--- src/rrit_cfg.svh ---
`ifndef RRIT_CFG_SVH
`define RRIT_CFG_SVH

// =====================================================================
// register choice inside port space, address bits 1 and 0
`define RRIT_SEL_PORT_A_DATA 2'h0
`define RRIT_SEL_PORT_A_DIR 2'h1
`define RRIT_SEL_PORT_B_DATA 2'h2
`define RRIT_SEL_PORT_B_DIR 2'h3

// =====================================================================
// field positions on the address lines, and the flag bit on the data lines
`define RRIT_A_TIMER_SEL 2
`define RRIT_A_IRQ_EN 3
`define RRIT_A_RAM_IGNORED 8
`define RRIT_FLAG_BIT 7

// =====================================================================
// prescale codes on address bits 1 and 0, and their divider shifts
`define RRIT_PRE_1T 2'h0
`define RRIT_PRE_8T 2'h1
`define RRIT_PRE_64T 2'h2
`define RRIT_PRE_1024T 2'h3
`define RRIT_SHIFT_1T 4'h0
`define RRIT_SHIFT_8T 4'h3
`define RRIT_SHIFT_64T 4'h6
`define RRIT_SHIFT_1024T 4'ha

// =====================================================================
// reset, idle and timeout wrap values
`define RRIT_PORT_RESET 8'h00
`define RRIT_COUNT_RESET 8'h00
`define RRIT_WRAP_COUNT 8'hff
`define RRIT_DATA_IDLE 8'h00

`endif

--- src/rrit_pkg.sv ---
// =====================================================================
// shared types
package rrit_pkg;
   // timer phase, one-hot
   typedef enum logic [1:0] {
      RRIT_COUNTING = 2'b01,
      RRIT_EXPIRED = 2'b10
   } rrit_tmr_state_t;
endpackage

--- src/rrit_decode.sv ---
// Operation
// - decode ten address lines plus two chip selects and the rom-region select
// - each chip select is independently a select or an ignored port-b line
// - rom-region select splits rom from ram, i/o and timer space
// - rom read returns the byte chosen by address, bits 3..0 ignored
// - ram enable ignores address bit 8; bits 5..0 pick the byte
// - in i/o space bit 2 low picks port registers, high picks timer
// - bits 1..0 pick port-a data, port-a direction, port-b data, port-b direction
// - timer write: bits 1..0 pick prescale of 1, 8, 64 or 1024 clocks
// - timer write or count read: bit 3 enables timeout onto port-b line seven
// - bit 2 high bit 0 low reads count; bits 2 and 0 high read flag
// - each device answers its own nonzero code, up to seven form one rom
// - flag read puts flag on data bit seven, bits six to zero low
`timescale 1ns/100ps
`include "rrit_cfg.svh"

module rrit_decode #(
   parameter logic CS_FIRST_USED = 1'b1,
   parameter logic CS_SECOND_USED = 1'b0,
   parameter logic [2:0] ROM_CODE = 3'h1,
   parameter logic [2:0] NONROM_CODE = 3'h0,
   parameter logic [1:0] RAM_A76 = 2'h0,
   parameter logic IO_A8 = 1'b0,
   parameter logic [1:0] IO_A76 = 2'h0,
   parameter int RAM_DEPTH = 64
) (
   input wire logic i_clk,
   input wire logic i_rst,
   input wire logic [9:0] i_addr,
   input wire logic i_rw,
   input wire logic i_chip_select_first,
   input wire logic i_chip_select_second,
   input wire logic i_rom_region_select,
   input wire logic [7:0] i_data,
   output logic [7:0] o_data,
   output logic o_data_oe_n,
   output logic o_rom_en,
   output logic o_ram_en,
   output logic o_io_en,
   output logic [7:0] o_port_a_data,
   output logic [7:0] o_port_a_direction,
   output logic [7:0] o_port_b_data,
   output logic [7:0] o_port_b_direction,
   output logic o_timer_irq_en,
   output logic o_port_b_line_seven_n
);
   // =====================================================================
   // select decode
   logic [2:0] sel_code, care;
   logic rom_hit, nonrom_hit, ram_hit, io_hit, any_hit;
   logic reg_acc, tmr_acc, reg_wr, tmr_wr, cnt_rd, flag_rd, irq_upd;
   logic [1:0] reg_sel;
   logic [5:0] ram_idx;

   // compare a select code, skipping pins masked as port lines
   function automatic logic code_match(input logic [2:0] got, input logic [2:0] want,
                                       input logic [2:0] msk);
      code_match = ((got ^ want) & msk) == 3'h0;
   endfunction

   // bit-per-bit order: second select, first select, rom-region select
   assign sel_code = {i_chip_select_second, i_chip_select_first, i_rom_region_select};
   assign care = {CS_SECOND_USED, CS_FIRST_USED, 1'b1};
   // a zero rom code would collide with the ram/io code of a chain
   assign rom_hit = (ROM_CODE != 3'h0) && code_match(sel_code, ROM_CODE, care);
   assign nonrom_hit = !rom_hit && code_match(sel_code, NONROM_CODE, care);
   assign ram_hit = nonrom_hit && !i_addr[9] && (i_addr[7:6] == RAM_A76);
   assign io_hit = nonrom_hit && i_addr[9] && (i_addr[8] == IO_A8) && (i_addr[7:6] == IO_A76);
   assign any_hit = rom_hit || ram_hit || io_hit;

   // i/o space split: registers on bit 2 low, timer on bit 2 high
   assign reg_acc = io_hit && (i_addr[`RRIT_A_TIMER_SEL] != 1'b1);
   assign tmr_acc = io_hit && (i_addr[`RRIT_A_TIMER_SEL] == 1'b1);
   assign reg_sel = i_addr[1:0];
   assign reg_wr = reg_acc && !i_rw;
   assign tmr_wr = tmr_acc && !i_rw;
   assign cnt_rd = tmr_acc && i_rw && !i_addr[0];
   assign flag_rd = tmr_acc && i_rw && i_addr[0];
   // flag read leaves the pin enable alone, since bit 3 is a don't care there
   assign irq_upd = tmr_wr || cnt_rd;
   assign ram_idx = i_addr[5:0];

   // =====================================================================
   // storage
   logic [7:0] ram_ff [RAM_DEPTH];
   logic [7:0] pa_data_ff, pa_dir_ff, pb_data_ff, pb_dir_ff;
   logic irq_en_ff, irq_n_ff;
   logic [7:0] tmr_count;
   logic tmr_flag;

   // ram holds no reset value, like the array it stands for
   always_ff @(posedge i_clk) begin
      if (ram_hit && !i_rw) begin
         ram_ff[ram_idx] <= i_data;
      end
   end

   // port registers change only on their own write
   always_ff @(posedge i_clk or posedge i_rst) begin
      if (i_rst) begin
         pa_data_ff <= `RRIT_PORT_RESET;
         pa_dir_ff <= `RRIT_PORT_RESET;
         pb_data_ff <= `RRIT_PORT_RESET;
         pb_dir_ff <= `RRIT_PORT_RESET;
      end else if (reg_wr) begin
         if (reg_sel == `RRIT_SEL_PORT_A_DATA) pa_data_ff <= i_data;
         else if (reg_sel == `RRIT_SEL_PORT_A_DIR) pa_dir_ff <= i_data;
         else if (reg_sel == `RRIT_SEL_PORT_B_DATA) pb_data_ff <= i_data;
         else pb_dir_ff <= i_data;
      end
   end

   // pin enable latched from bit 3; pin pulled low on flag while enabled
   always_ff @(posedge i_clk or posedge i_rst) begin
      if (i_rst) begin
         irq_en_ff <= 1'b0;
         irq_n_ff <= 1'b1;
      end else begin
         if (irq_upd) irq_en_ff <= i_addr[`RRIT_A_IRQ_EN];
         irq_n_ff <= !(irq_en_ff && tmr_flag);
      end
   end

   // timer loads and clears its flag only when its own space is hit
   rrit_timer #(
      .DIV_W(10)
   ) u_timer (
      .i_clk(i_clk),
      .i_rst(i_rst),
      .i_load(tmr_wr),
      .i_load_val(i_data),
      .i_prescale(i_addr[1:0]),
      .i_access(tmr_wr || cnt_rd),
      .o_count(tmr_count),
      .o_flag(tmr_flag)
   );

   // =====================================================================
   // read path
   logic [7:0] rom_byte, reg_byte, rd_byte;
   logic rd_drive;

   // mask contents: arbitrary fill, indexed by address bits 9..4 only
   function automatic logic [7:0] mask_rom(input logic [5:0] idx);
      mask_rom = {idx ^ 6'h2a, 2'h1};
   endfunction

   assign rom_byte = mask_rom(i_addr[9:4]);
   assign reg_byte = (reg_sel == `RRIT_SEL_PORT_A_DATA) ? pa_data_ff :
                     (reg_sel == `RRIT_SEL_PORT_A_DIR) ? pa_dir_ff :
                     (reg_sel == `RRIT_SEL_PORT_B_DATA) ? pb_data_ff : pb_dir_ff;
   // rom write is meaningless and leaves the bus released
   assign rd_drive = i_rw && any_hit;
   assign rd_byte = rom_hit ? rom_byte :
                    ram_hit ? ram_ff[ram_idx] :
                    reg_acc ? reg_byte :
                    cnt_rd ? tmr_count :
                    flag_rd ? {tmr_flag, 7'h00} : `RRIT_DATA_IDLE;

   logic [7:0] data_ff;
   logic oe_n_ff, rom_en_ff, ram_en_ff, io_en_ff;

   // one cycle from address to answer; idle bus shows zero and stays off
   always_ff @(posedge i_clk or posedge i_rst) begin
      if (i_rst) begin
         data_ff <= `RRIT_DATA_IDLE;
         oe_n_ff <= 1'b1;
         rom_en_ff <= 1'b0;
         ram_en_ff <= 1'b0;
         io_en_ff <= 1'b0;
      end else begin
         data_ff <= rd_drive ? rd_byte : `RRIT_DATA_IDLE;
         oe_n_ff <= !rd_drive;
         rom_en_ff <= rom_hit && i_rw;
         ram_en_ff <= ram_hit;
         io_en_ff <= io_hit;
      end
   end

   assign o_data = data_ff;
   assign o_data_oe_n = oe_n_ff;
   assign o_rom_en = rom_en_ff;
   assign o_ram_en = ram_en_ff;
   assign o_io_en = io_en_ff;
   assign o_port_a_data = pa_data_ff;
   assign o_port_a_direction = pa_dir_ff;
   assign o_port_b_data = pb_data_ff;
   assign o_port_b_direction = pb_dir_ff;
   assign o_timer_irq_en = irq_en_ff;
   assign o_port_b_line_seven_n = irq_n_ff;
endmodule // rrit_decode

--- src/rrit_timer.sv ---
`timescale 1ns/100ps
`include "rrit_cfg.svh"

// =====================================================================
// interval timer: prescaler, 8-bit down counter, sticky timeout flag
module rrit_timer #(
   parameter int DIV_W = 10
) (
   input wire logic i_clk,
   input wire logic i_rst,
   input wire logic i_load,
   input wire logic [7:0] i_load_val,
   input wire logic [1:0] i_prescale,
   input wire logic i_access,
   output logic [7:0] o_count,
   output logic o_flag
);
   rrit_pkg::rrit_tmr_state_t state_ff, nxt_state;
   logic [DIV_W-1:0] div_ff, nxt_div, mask_ff, nxt_mask;
   logic [7:0] count_ff, nxt_count;
   logic flag_ff, nxt_flag;
   logic tick, expire;

   // divide-by mask from the prescale code
   function automatic logic [DIV_W-1:0] mask_of(input logic [1:0] sel);
      logic [3:0] sh;
      sh = `RRIT_SHIFT_1T;
      if (sel == `RRIT_PRE_8T) sh = `RRIT_SHIFT_8T;
      else if (sel == `RRIT_PRE_64T) sh = `RRIT_SHIFT_64T;
      else if (sel == `RRIT_PRE_1024T) sh = `RRIT_SHIFT_1024T;
      mask_of = DIV_W'((1 << sh) - 1);
   endfunction

   // one tick each time the low divider bits are all ones
   assign tick = ((div_ff & mask_ff) == mask_ff);
   // only the first underflow after a load counts; the free run that follows never re-arms the flag
   assign expire = tick && (count_ff == 8'h00) && (state_ff == rrit_pkg::RRIT_COUNTING);

   // load restarts the interval; after timeout the count runs every clock
   always_comb begin
      nxt_state = state_ff;
      nxt_div = div_ff + DIV_W'(1);
      nxt_mask = mask_ff;
      nxt_count = count_ff;
      if (i_load) begin
         nxt_state = rrit_pkg::RRIT_COUNTING;
         nxt_div = '0;
         nxt_mask = mask_of(i_prescale);
         nxt_count = i_load_val;
      end else if (tick) begin
         nxt_count = count_ff - 8'h01;
         case (state_ff)
            rrit_pkg::RRIT_COUNTING: begin
               if (expire) begin
                  nxt_state = rrit_pkg::RRIT_EXPIRED;
                  nxt_mask = '0;
                  nxt_count = `RRIT_WRAP_COUNT;
               end
            end
            default: begin
               nxt_mask = '0;
            end
         endcase
      end
   end

   // a timeout sets the flag even when a load or read clears it on the same edge
   assign nxt_flag = expire || (flag_ff && !i_access);

   always_ff @(posedge i_clk or posedge i_rst) begin
      if (i_rst) begin
         state_ff <= rrit_pkg::RRIT_EXPIRED;
         div_ff <= '0;
         mask_ff <= '0;
         count_ff <= `RRIT_COUNT_RESET;
         flag_ff <= 1'b0;
      end else begin
         state_ff <= nxt_state;
         div_ff <= nxt_div;
         mask_ff <= nxt_mask;
         count_ff <= nxt_count;
         flag_ff <= nxt_flag;
      end
   end

   assign o_count = count_ff;
   assign o_flag = flag_ff;
endmodule // rrit_timer

--- config.mk ---
export PLATFORM = sky130hd
export DESIGN_NAME = rrit_decode
export DESIGN_NICKNAME = d
export VERILOG_FILES = /design/src/rrit_pkg.sv /design/src/rrit_decode.sv /design/src/rrit_timer.sv
export VERILOG_INCLUDE_DIRS = /design/src
export SDC_FILE = /design/constraint.sdc
export NUM_CORES = 1
export LEC_CHECK = 0
export BUFFER_PORTS_ARGS = -buffer_cell sky130_fd_sc_hd__buf_4
export CAP_MARGIN = 0
export CORE_MARGIN = 2
export CORE_UTILIZATION = 25
export CTS_CLUSTER_DIAMETER = 100
export DETAILED_ROUTE_END_ITERATION = 16
export HOLD_SLACK_MARGIN = 0.02
export RECOVER_POWER = 50
export SYNTH_ARGS = -nofsm -noshare
export SYNTH_HDL_FRONTEND = slang
export SYNTH_HIERARCHICAL = 1
export SYNTH_SLANG_ARGS = --single-unit
--- constraint.sdc ---
create_clock -name i_clk -period 2.4 [get_ports i_clk]
set_input_delay 0.48 -clock i_clk [delete_from_list [all_inputs] [get_ports i_clk]]
set_output_delay 0.48 -clock i_clk [all_outputs]
set_load 0.02 [all_outputs]
==> results.py, run 1 <==
metrics = {
    "floorplan": {
        "starting_density_of_the_core_pct": 25.3,
        "core_region_area_mm2": 0.0936,
        "std_cell_rows": 112,
        "design.die.area_mm2": 0.0972,
        "ios": 70,
        "dieWidth_um": 312,
        "chipHeight_um": 312,
    },
    "critical_path": {
        "critical_path_arrival_ns": 2.81,
        "worst_setup_path_end_kind": "register",
        "crit_type": "in -> reg",
        "worstPathMaxFanout": 12,
        "worst_ep_required_time_ns": 2.90,
        "critPathLaunchType": "input port",
    },
    "min_path": {
        "holdCritPathClass": "in -> reg",
    },
    "yosys": {
        "synth_cells": 1381,
        "biggest_area_contributors_in_the_synthesized_netlist": "edfxtp_1 (65%), dfrtp_1 (7.3%), mux4_2 (6.7%), mux2_2 (2.7%), mux2i_1 (2.2%)",
        "simple_gate_portion_of_the_synthesized_area_pct": 5.68,
        "synth_seq_area_share_pct": 72.6,
        "synth_edf_count": 512,
        "proportion_of_synthesized_flip_flops_having_asynchronous_set_or_reset_pct": 12.3,
        "syn-cell-area_mm2": 0.0237,
        "synth.top_cell.area_share_pct": 64.9,
        "synth_area_in_compound_gates_pct": 6.74,
        "synth_adder_area_share_pct": 0.317,
        "largest_family_of_logic_cells_by_synthesized_area": "multiplexers",
        "synth_fp_nets": 1411,
        "ys_types": 79,
        "synth.ff_latch_count": 584,
        "post_synth.cell_area_avg_um2": 17.1,
        "synth_top_area_cell": "edfxtp_1",
        "synthMuxAreaShare_pct": 12.2,
        "synth-main-ff-cell": "edfxtp_1",
        "synthXorXnorAreaFrac_pct": 0.222,
        "ys.warnings.count": 6,
    },
    "pwr": {
        "power_leakage_nw": 10.3,
        "ir_worst_vdd_mv": 0.395,
        "power-per-cell-area_mw_per_mm2": 728,
    },
    "sta": {
        "final.min_clock_period_ns": 2.31,
        "min_period_over_period_pct": 96.3,
        "final.setup.tns_ns": 0,
        "drv_slew": 310,
        "skew_ns": 0.0165,
        "clock.fmax_ghz": 0.433,
        "worst-slew-pin-transition_ns": 1.78,
        "hold_ws_ns": 0.172,
        "worst_slew_margin_rel_pct": -18.6,
        "rsz0062_at_grt": "no",
        "timing.final.ws_setup_ns": 0.0880,
        "setup_violations": 0,
        "total_count_of_hold_check_failures_in_the_final_report": 0,
    },
    "cts": {
        "cts_max_level": 2,
        "clock_tree_from_tritoncts": "built",
        "clock_sinks": 584,
        "path_clk_slew_ns": 0.06,
        "post_cts.repair.setup_buffers": 0,
        "cts_root_buffer": "clkbuf_16",
        "cts_made_buffers": 57,
        "insertion_delay_ns": 0.62,
        "cts.path.max_buffers": 3,
    },
    "run": {
        "cap_viol_max_count": 5,
    },
    "placed_design": {
        "hpwl_um": 46500,
        "dp_worst_slack_ns": -0.580,
        "port_buffers": 68,
        "postPlaceCellArea_mm2": 0.0283,
        "globalplace.congestion": 0.909,
    },
    "global_route": {
        "grt_overflow": 0,
        "groute.usage.overall_pct": 13.7,
        "grt_pass1_wl_um": 99600,
        "maximum_number_of_pins_on_one_net_before_global_route_repair": 70,
        "grt_antenna_before_repair": 5,
        "via_count_of_the_first_global_routing_pass": 14700,
    },
    "final_layout": {
        "area_growth_syn_to_layout_pct": 26.8,
        "design_area_mm2": 0.0300,
        "layout.filler_cells": 9182,
        "post_route_cells_drive_above_1_share_pct": 34.4,
        "finalNetCount": 1749,
        "multi_input_area_mm2": 0.00627,
        "sequential_cell_area_mm2": 0.0172,
        "insertedDiodeCount": 0,
    },
    "drt": {
        "drt_drc_violations_left": 0,
        "aggregate_routed_wire_length_um": 67900,
        "drt_pre_antenna_iters": 6,
        "ratio_of_routed_vias_to_standard_cells": 4.76,
        "postRouteAntennaNets": 0,
        "vias": 14400,
        "first_iter_violations": 1598,
        "average_detailed_routed_wire_length_per_instance_um": 22.5,
    },
    "outcome": {
        "run_status": "finished with violations",
        "violated_checks": "max-capacitance violations, max-slew violations",
    },
}
[state kept, by name, indices dropped and copies added, names as in the netlist, 2 cells and up]
name                cells
o_port_b_data           8
u_timer/o_count         8
ram_ff                512
o_port_a_direction      8
u_timer/div_ff         10
u_timer/mask_ff         5
o_port_a_data           8
u_timer/state_ff        2
o_port_b_direction      8
o_data                  8
[layer usage]
layer,wire length (um),track usage (%)
met1,28400,18.3
met5,50,0
met2,32200,22.4
met4,1720,4.15
met3,5520,2.73
[stage by stage]
stage          std cells  total power [W]  util, %
6_report            3019           0.0219     32.1
2_1_floorplan       1381           0.0125        -
5_1_grt             3019           0.0226     32.1
3_3_place_gp        2913           0.0133     30.2
3_5_place_dp        2913           0.0133     30.2
4_1_cts             3019           0.0220     32.2
[final cells by class]
type	instances	share of cell area (%)
clock buffers	70	4.91
well taps	1254	5.23
flip-flops and latches	584	57.2
repair buffers	357	10.4
clock inverters	35	1.11
inverters	20	0.283
multi-input cells	699	20.9
[timing repair]
| action | CTS | global route |
|---|---|---|
| endpoints found under the hold margin | 33 | 0 |
| gates resized for setup | 0 | 4 |
| endpoints found under the setup margin | 0 | 3 |
| hold buffers | 1 | 0 |
[cell families (layout without fill, tap and decap cells)]
group / after synthesis / in the layout
flops: 584 / 584
simple gates: 274 / 274
buf+inv: 98 / 482
xor+xnor: 6 / 6
fa+ha+maj: 6 / 6
compound gates: 228 / 228
mux: 185 / 185
[Yosys cell counts, drive strengths merged (4+ instances only)]
library cell / count
a21oi: 40
edfxtp: 512
o22a: 4
a22oi: 18
buf: 49
nor2: 111
o221ai: 13
a211oi: 7
nand3b: 4
mux2i: 53
a31oi: 7
clkbuf: 29
o211ai: 4
and3: 4
inv: 18
o32ai: 4
a221o: 4
a221oi: 18
o31ai: 9
ha: 6
o22ai: 39
and2: 9
nand3: 11
nand2b: 6
o21ai: 33
mux4: 75
nand2: 62
dfrtp: 69
mux2: 57
or4: 7
or3: 6
xnor2: 4
nor4: 7
nor3: 15
nor2b: 14
[worst max-delay path, stage by stage]
cell and delay [ns]:
buf_4 0.20, buf_12 0.18, buf_4 0.12, nand2b_1 0.17, buf_4 0.20, nor2_1 0.05, o31ai_1 0.34, a21oi_1 0.16
or4_1 0.56, a221oi_1 0.33
[power by group]
part	total [W]	switching (W)	internal (W)
clock	0.00874	0.00374	0.00500
combinational	0.00168	0.000988	0.000696
sequential	0.0114	0.000211	0.0112
[placed cells by master (no fill, tap or decap), types with 5 or more instances in the layout]
master     synthesis  layout
and2_1             8       7
mux4_1             5       5
a31oi_1            7       7
mux2i_1           53      53
or3_1              5       5
clkbuf_2           0       8
o221ai_1          13      13
clkinv_1           2      13
dfrtp_1           69      69
buf_4             14     279
or4_1              7       7
o21ai_0           33      33
nor2_1           110      77
nor3_1            15      14
nand3_1           10      10
clkbuf_16          0      57
o22ai_1           39      39
nand2b_1           6       6
edfxtp_1         512     512
a221oi_1          17      17
buf_12             1      42
nand2_1           61      57
nor2b_1           14      14
clkbuf_1          29      36
clkinv_2           0      10
o31ai_1            9       9
inv_1             18      17
nor2_4             0      33
nor4_1             5       5
a22oi_1           16      16
mux4_2            70      70
bufinv_16          0       6
a21oi_1           40      39
mux2_2            57      56
a211oi_1           7       7
[final timing paths]
path                                      from               endpoint  slack (ns)  depth (start not counted)
worst max register to register   ram_ff[11][3]              o_data[3]        0.09                          6
min in group asynchronous                i_rst       o_port_a_data[3]        0.46                          3
worst min-delay path                 i_addr[7]              o_data[5]        0.17                          3
worst min register to register  o_timer_irq_en  o_port_b_line_seven_n        0.44                          1
worst max-delay path                 i_addr[2]              o_data[5]        0.09                         10
max in group asynchronous                i_rst      u_timer/div_ff[2]        0.64                          4
Power figures use the tool's default switching activity.
==> inputs of run 2 (changes only) <==
==> constraint.sdc (replaced) <==
create_clock -name i_clk -period 2.4 [get_ports i_clk]
set_input_delay 0.12 -clock i_clk [delete_from_list [all_inputs] [get_ports i_clk]]
set_output_delay 0.12 -clock i_clk [all_outputs]
set_load 0.02 [all_outputs]
==> run 2 against run 1 <==
The run still ends with max-capacitance violations, max-slew violations left. Setup slack got worse by 0.0025 ns. Fmax shrank 0.11%. First-iteration DRC count down 9.9%. Worst hold slack got worse by 0.062 ns. Largest cell class unchanged. Count of clock-buffer cells in the layout shrank 4.
==> results.py, run 2 (synthesis gave the netlist of run 1 again) <==
metrics = {
    "sta": {
        "setup_violations": 0,
        "total_count_of_hold_check_failures_in_the_final_report": 0,
        "worst-slew-pin-transition_ns": 1.73,
        "worst_slew_margin_rel_pct": -15.0,
        "min_period_over_period_pct": 96.4,
        "drv_slew": 490,
        "clock.fmax_ghz": 0.432,
        "final.setup.tns_ns": 0,
        "rsz0062_at_grt": "no",
        "skew_ns": 0.0154,
        "final.min_clock_period_ns": 2.31,
    },
    "critical_path": {
        "worst_ep_required_time_ns": 2.90,
        "critPathLaunchType": "register",
        "r2r-start": "ram_ff[9][3]",
        "worstPathMaxFanout": 1,
        "critical_path.cell_chain": "mux2i_1, a22oi_2, a21oi_1, or4_1, or4b_1, a221oi_2",
        "timing.reg2reg.worst_path_depth": 6,
        "cell_with_the_biggest_individual_delay_on_the_critical_path": "or4b_1",
        "worst-path-buf-inv": 0,
        "critical_path_arrival_ns": 2.81,
        "max_stage_delay_ns": 0.60,
        "timing.rr.end": "o_data[3]",
        "timing.reg2reg.setup_slack_ns": 0.09,
        "crit_family": "simple AND/OR/NAND/NOR gates",
        "worst_setup_path_end_kind": "register",
        "critical_path_cell_count": 6,
        "crit_type": "reg -> reg",
    },
    "pwr": {
        "power-per-cell-area_mw_per_mm2": 764,
        "switching_share_pct": 22.1,
        "power_leakage_nw": 9.96,
        "seq_power_share_pct": 51.5,
        "power_report.internal_total_w": 0.0173,
        "clock_power_share_pct": 41.4,
        "p_switching_w": 0.00492,
        "combinationalPowerShare_pct": 7.1,
        "ir_worst_vdd_mv": 0.664,
    },
    "final_layout": {
        "area_growth_syn_to_layout_pct": 22.9,
        "layout_common_cells": "edfxtp_1 (512), buf_4 (244), nor2_1 (109), mux4_2 (70), dfrtp_1 (69)",
        "utilization_after_layout_pct": 31.1,
        "post_route_cells_drive_above_1_share_pct": 29.8,
        "layout.filler_cells": 9196,
        "layout.cells.most_common": "edfxtp_1",
        "finalNetCount": 1694,
        "design_area_mm2": 0.0291,
        "largest_reg_flops": 512,
        "registers.top_by_ff_count": "ram_ff",
        "reg_top3": "ram_ff x512, u_timer/div_ff x10",
    },
    "cts": {
        "cts.path.max_buffers": 3,
        "cts_max_level": 2,
        "cts_root_buffer": "clkbuf_16",
        "insertion_delay_ns": 0.61,
        "cts_made_buffers": 57,
        "clock_sinks": 584,
        "path_clk_slew_ns": 0.06,
        "clock_tree_from_tritoncts": "built",
    },
    "outcome": {
        "violated_checks": "max-capacitance violations, max-slew violations",
        "run_status": "finished with violations",
    },
    "drt": {
        "met3_wirelength_um": 5600,
        "met2_wirelength_um": 31200,
        "ratio_of_routed_vias_to_standard_cells": 4.77,
        "aggregate_routed_wire_length_um": 66700,
        "first_iter_violations": 1440,
        "postRouteAntennaNets": 0,
        "vias": 14100,
        "average_detailed_routed_wire_length_per_instance_um": 22.5,
        "top_signal_layer_used": "met5",
        "wire_length_the_detailed_router_placed_on_met1_um": 28100,
        "drt_pre_antenna_iters": 6,
        "drt_drc_violations_left": 0,
    },
    "placed_design": {
        "globalplace.congestion": 0.936,
        "hpwl_um": 44700,
        "postPlaceCellArea_mm2": 0.0272,
        "port_buffers": 68,
    },
    "min_path": {
        "worstHoldStart": "i_addr[4]",
        "timing.hold.worst_path_depth": 3,
        "holdCritPathClass": "in -> reg",
        "holdPathEnd": "o_data[2]",
    },
    "global_route": {
        "grt_antenna_before_repair": 4,
        "grt_pass1_wl_um": 97500,
        "grt_overflow": 0,
        "via_count_of_the_first_global_routing_pass": 14300,
        "maximum_number_of_pins_on_one_net_before_global_route_repair": 70,
        "groute.usage.overall_pct": 13.4,
    },
    "floorplan": {
        "std_cell_rows": 112,
        "starting_density_of_the_core_pct": 25.3,
        "ios": 70,
        "dieWidth_um": 312,
        "chipHeight_um": 312,
        "design.die.area_mm2": 0.0972,
        "core_region_area_mm2": 0.0936,
    },
    "run": {
        "cap_viol_max_count": 7,
    },
}
==> run 2: worst max path at each step <==
stage           endpoint           from  slack [ns]
2_1_floorplan  o_data[1]      i_addr[0]        0.02
3_3_place_gp   o_data[2]      i_addr[0]       -0.35
3_5_place_dp   o_data[2]      i_addr[0]       -0.33
4_1_cts        o_data[5]      i_addr[7]        0.08
5_1_grt        o_data[3]  ram_ff[11][3]       0.002
6_report       o_data[3]   ram_ff[9][3]        0.09
==> run 2: power groups by stage <==
stage / combinational (W) / sequential, W / clock, W
after floorplan: 0.000853 / 0.0116 / 0
after global placement: 0.00155 / 0.0116 / 0
after detailed placement: 0.00158 / 0.0116 / 0
after CTS: 0.00160 / 0.0114 / 0.00934
after global routing: 0.00171 / 0.0115 / 0.00972
final: 0.00158 / 0.0114 / 0.00920
==> run 2: area by class of cell <==
class                   instances  area (um2)  area share [%]
repair buffers                302        2380            8.18
clock inverters                35         433            1.49
inverters                      20        75.1           0.258
multi-input cells             699        5980            20.5
well taps                    1254        1570            5.39
diodes                          2        5.00          0.0172
flip-flops and latches        584       17200            59.1
clock buffers                  66        1470            5.05
==> run 2: worst register-to-register path: stages, from the launching register on <==
cell and delay, ns:
edfxtp_1 0.33, mux2i_1 0.10, a22oi_2 0.21, a21oi_1 0.15
or4_1 0.53, or4b_1 0.60, a221oi_2 0.29
==> run 2: per-stage QoR <==
step / setup WS (ns) / cells / hold WS [ns] / total power (W)
after CTS: 0.0788 / 2960 / 0.0524 / 0.0224
final: 0.0855 / 2962 / 0.110 / 0.0222
after floorplan: 0.0154 / 1381 / 0.159 / 0.0125
after global routing: 0.00220 / 2960 / 0.0931 / 0.0229
after global placement: -0.353 / 2850 / 0.296 / 0.0132
after detailed placement: -0.335 / 2850 / 0.309 / 0.0132
==> run 2: routing by layer <==
layer  vias up  track usage [%]
li1       6091                -
met1      7314             18.2
met2       601             21.4
met3       128             2.92
met4         8             3.86
met5         -                0
==> run 2: repair_timing <==
action | in CTS | in global routing
endpoints found under the setup margin | 0 | 13
buffers inserted | 0 | 0
hold buffers | 9 | 0
hold endpoints to repair | 66 | 0
gates resized for setup | 0 | 8
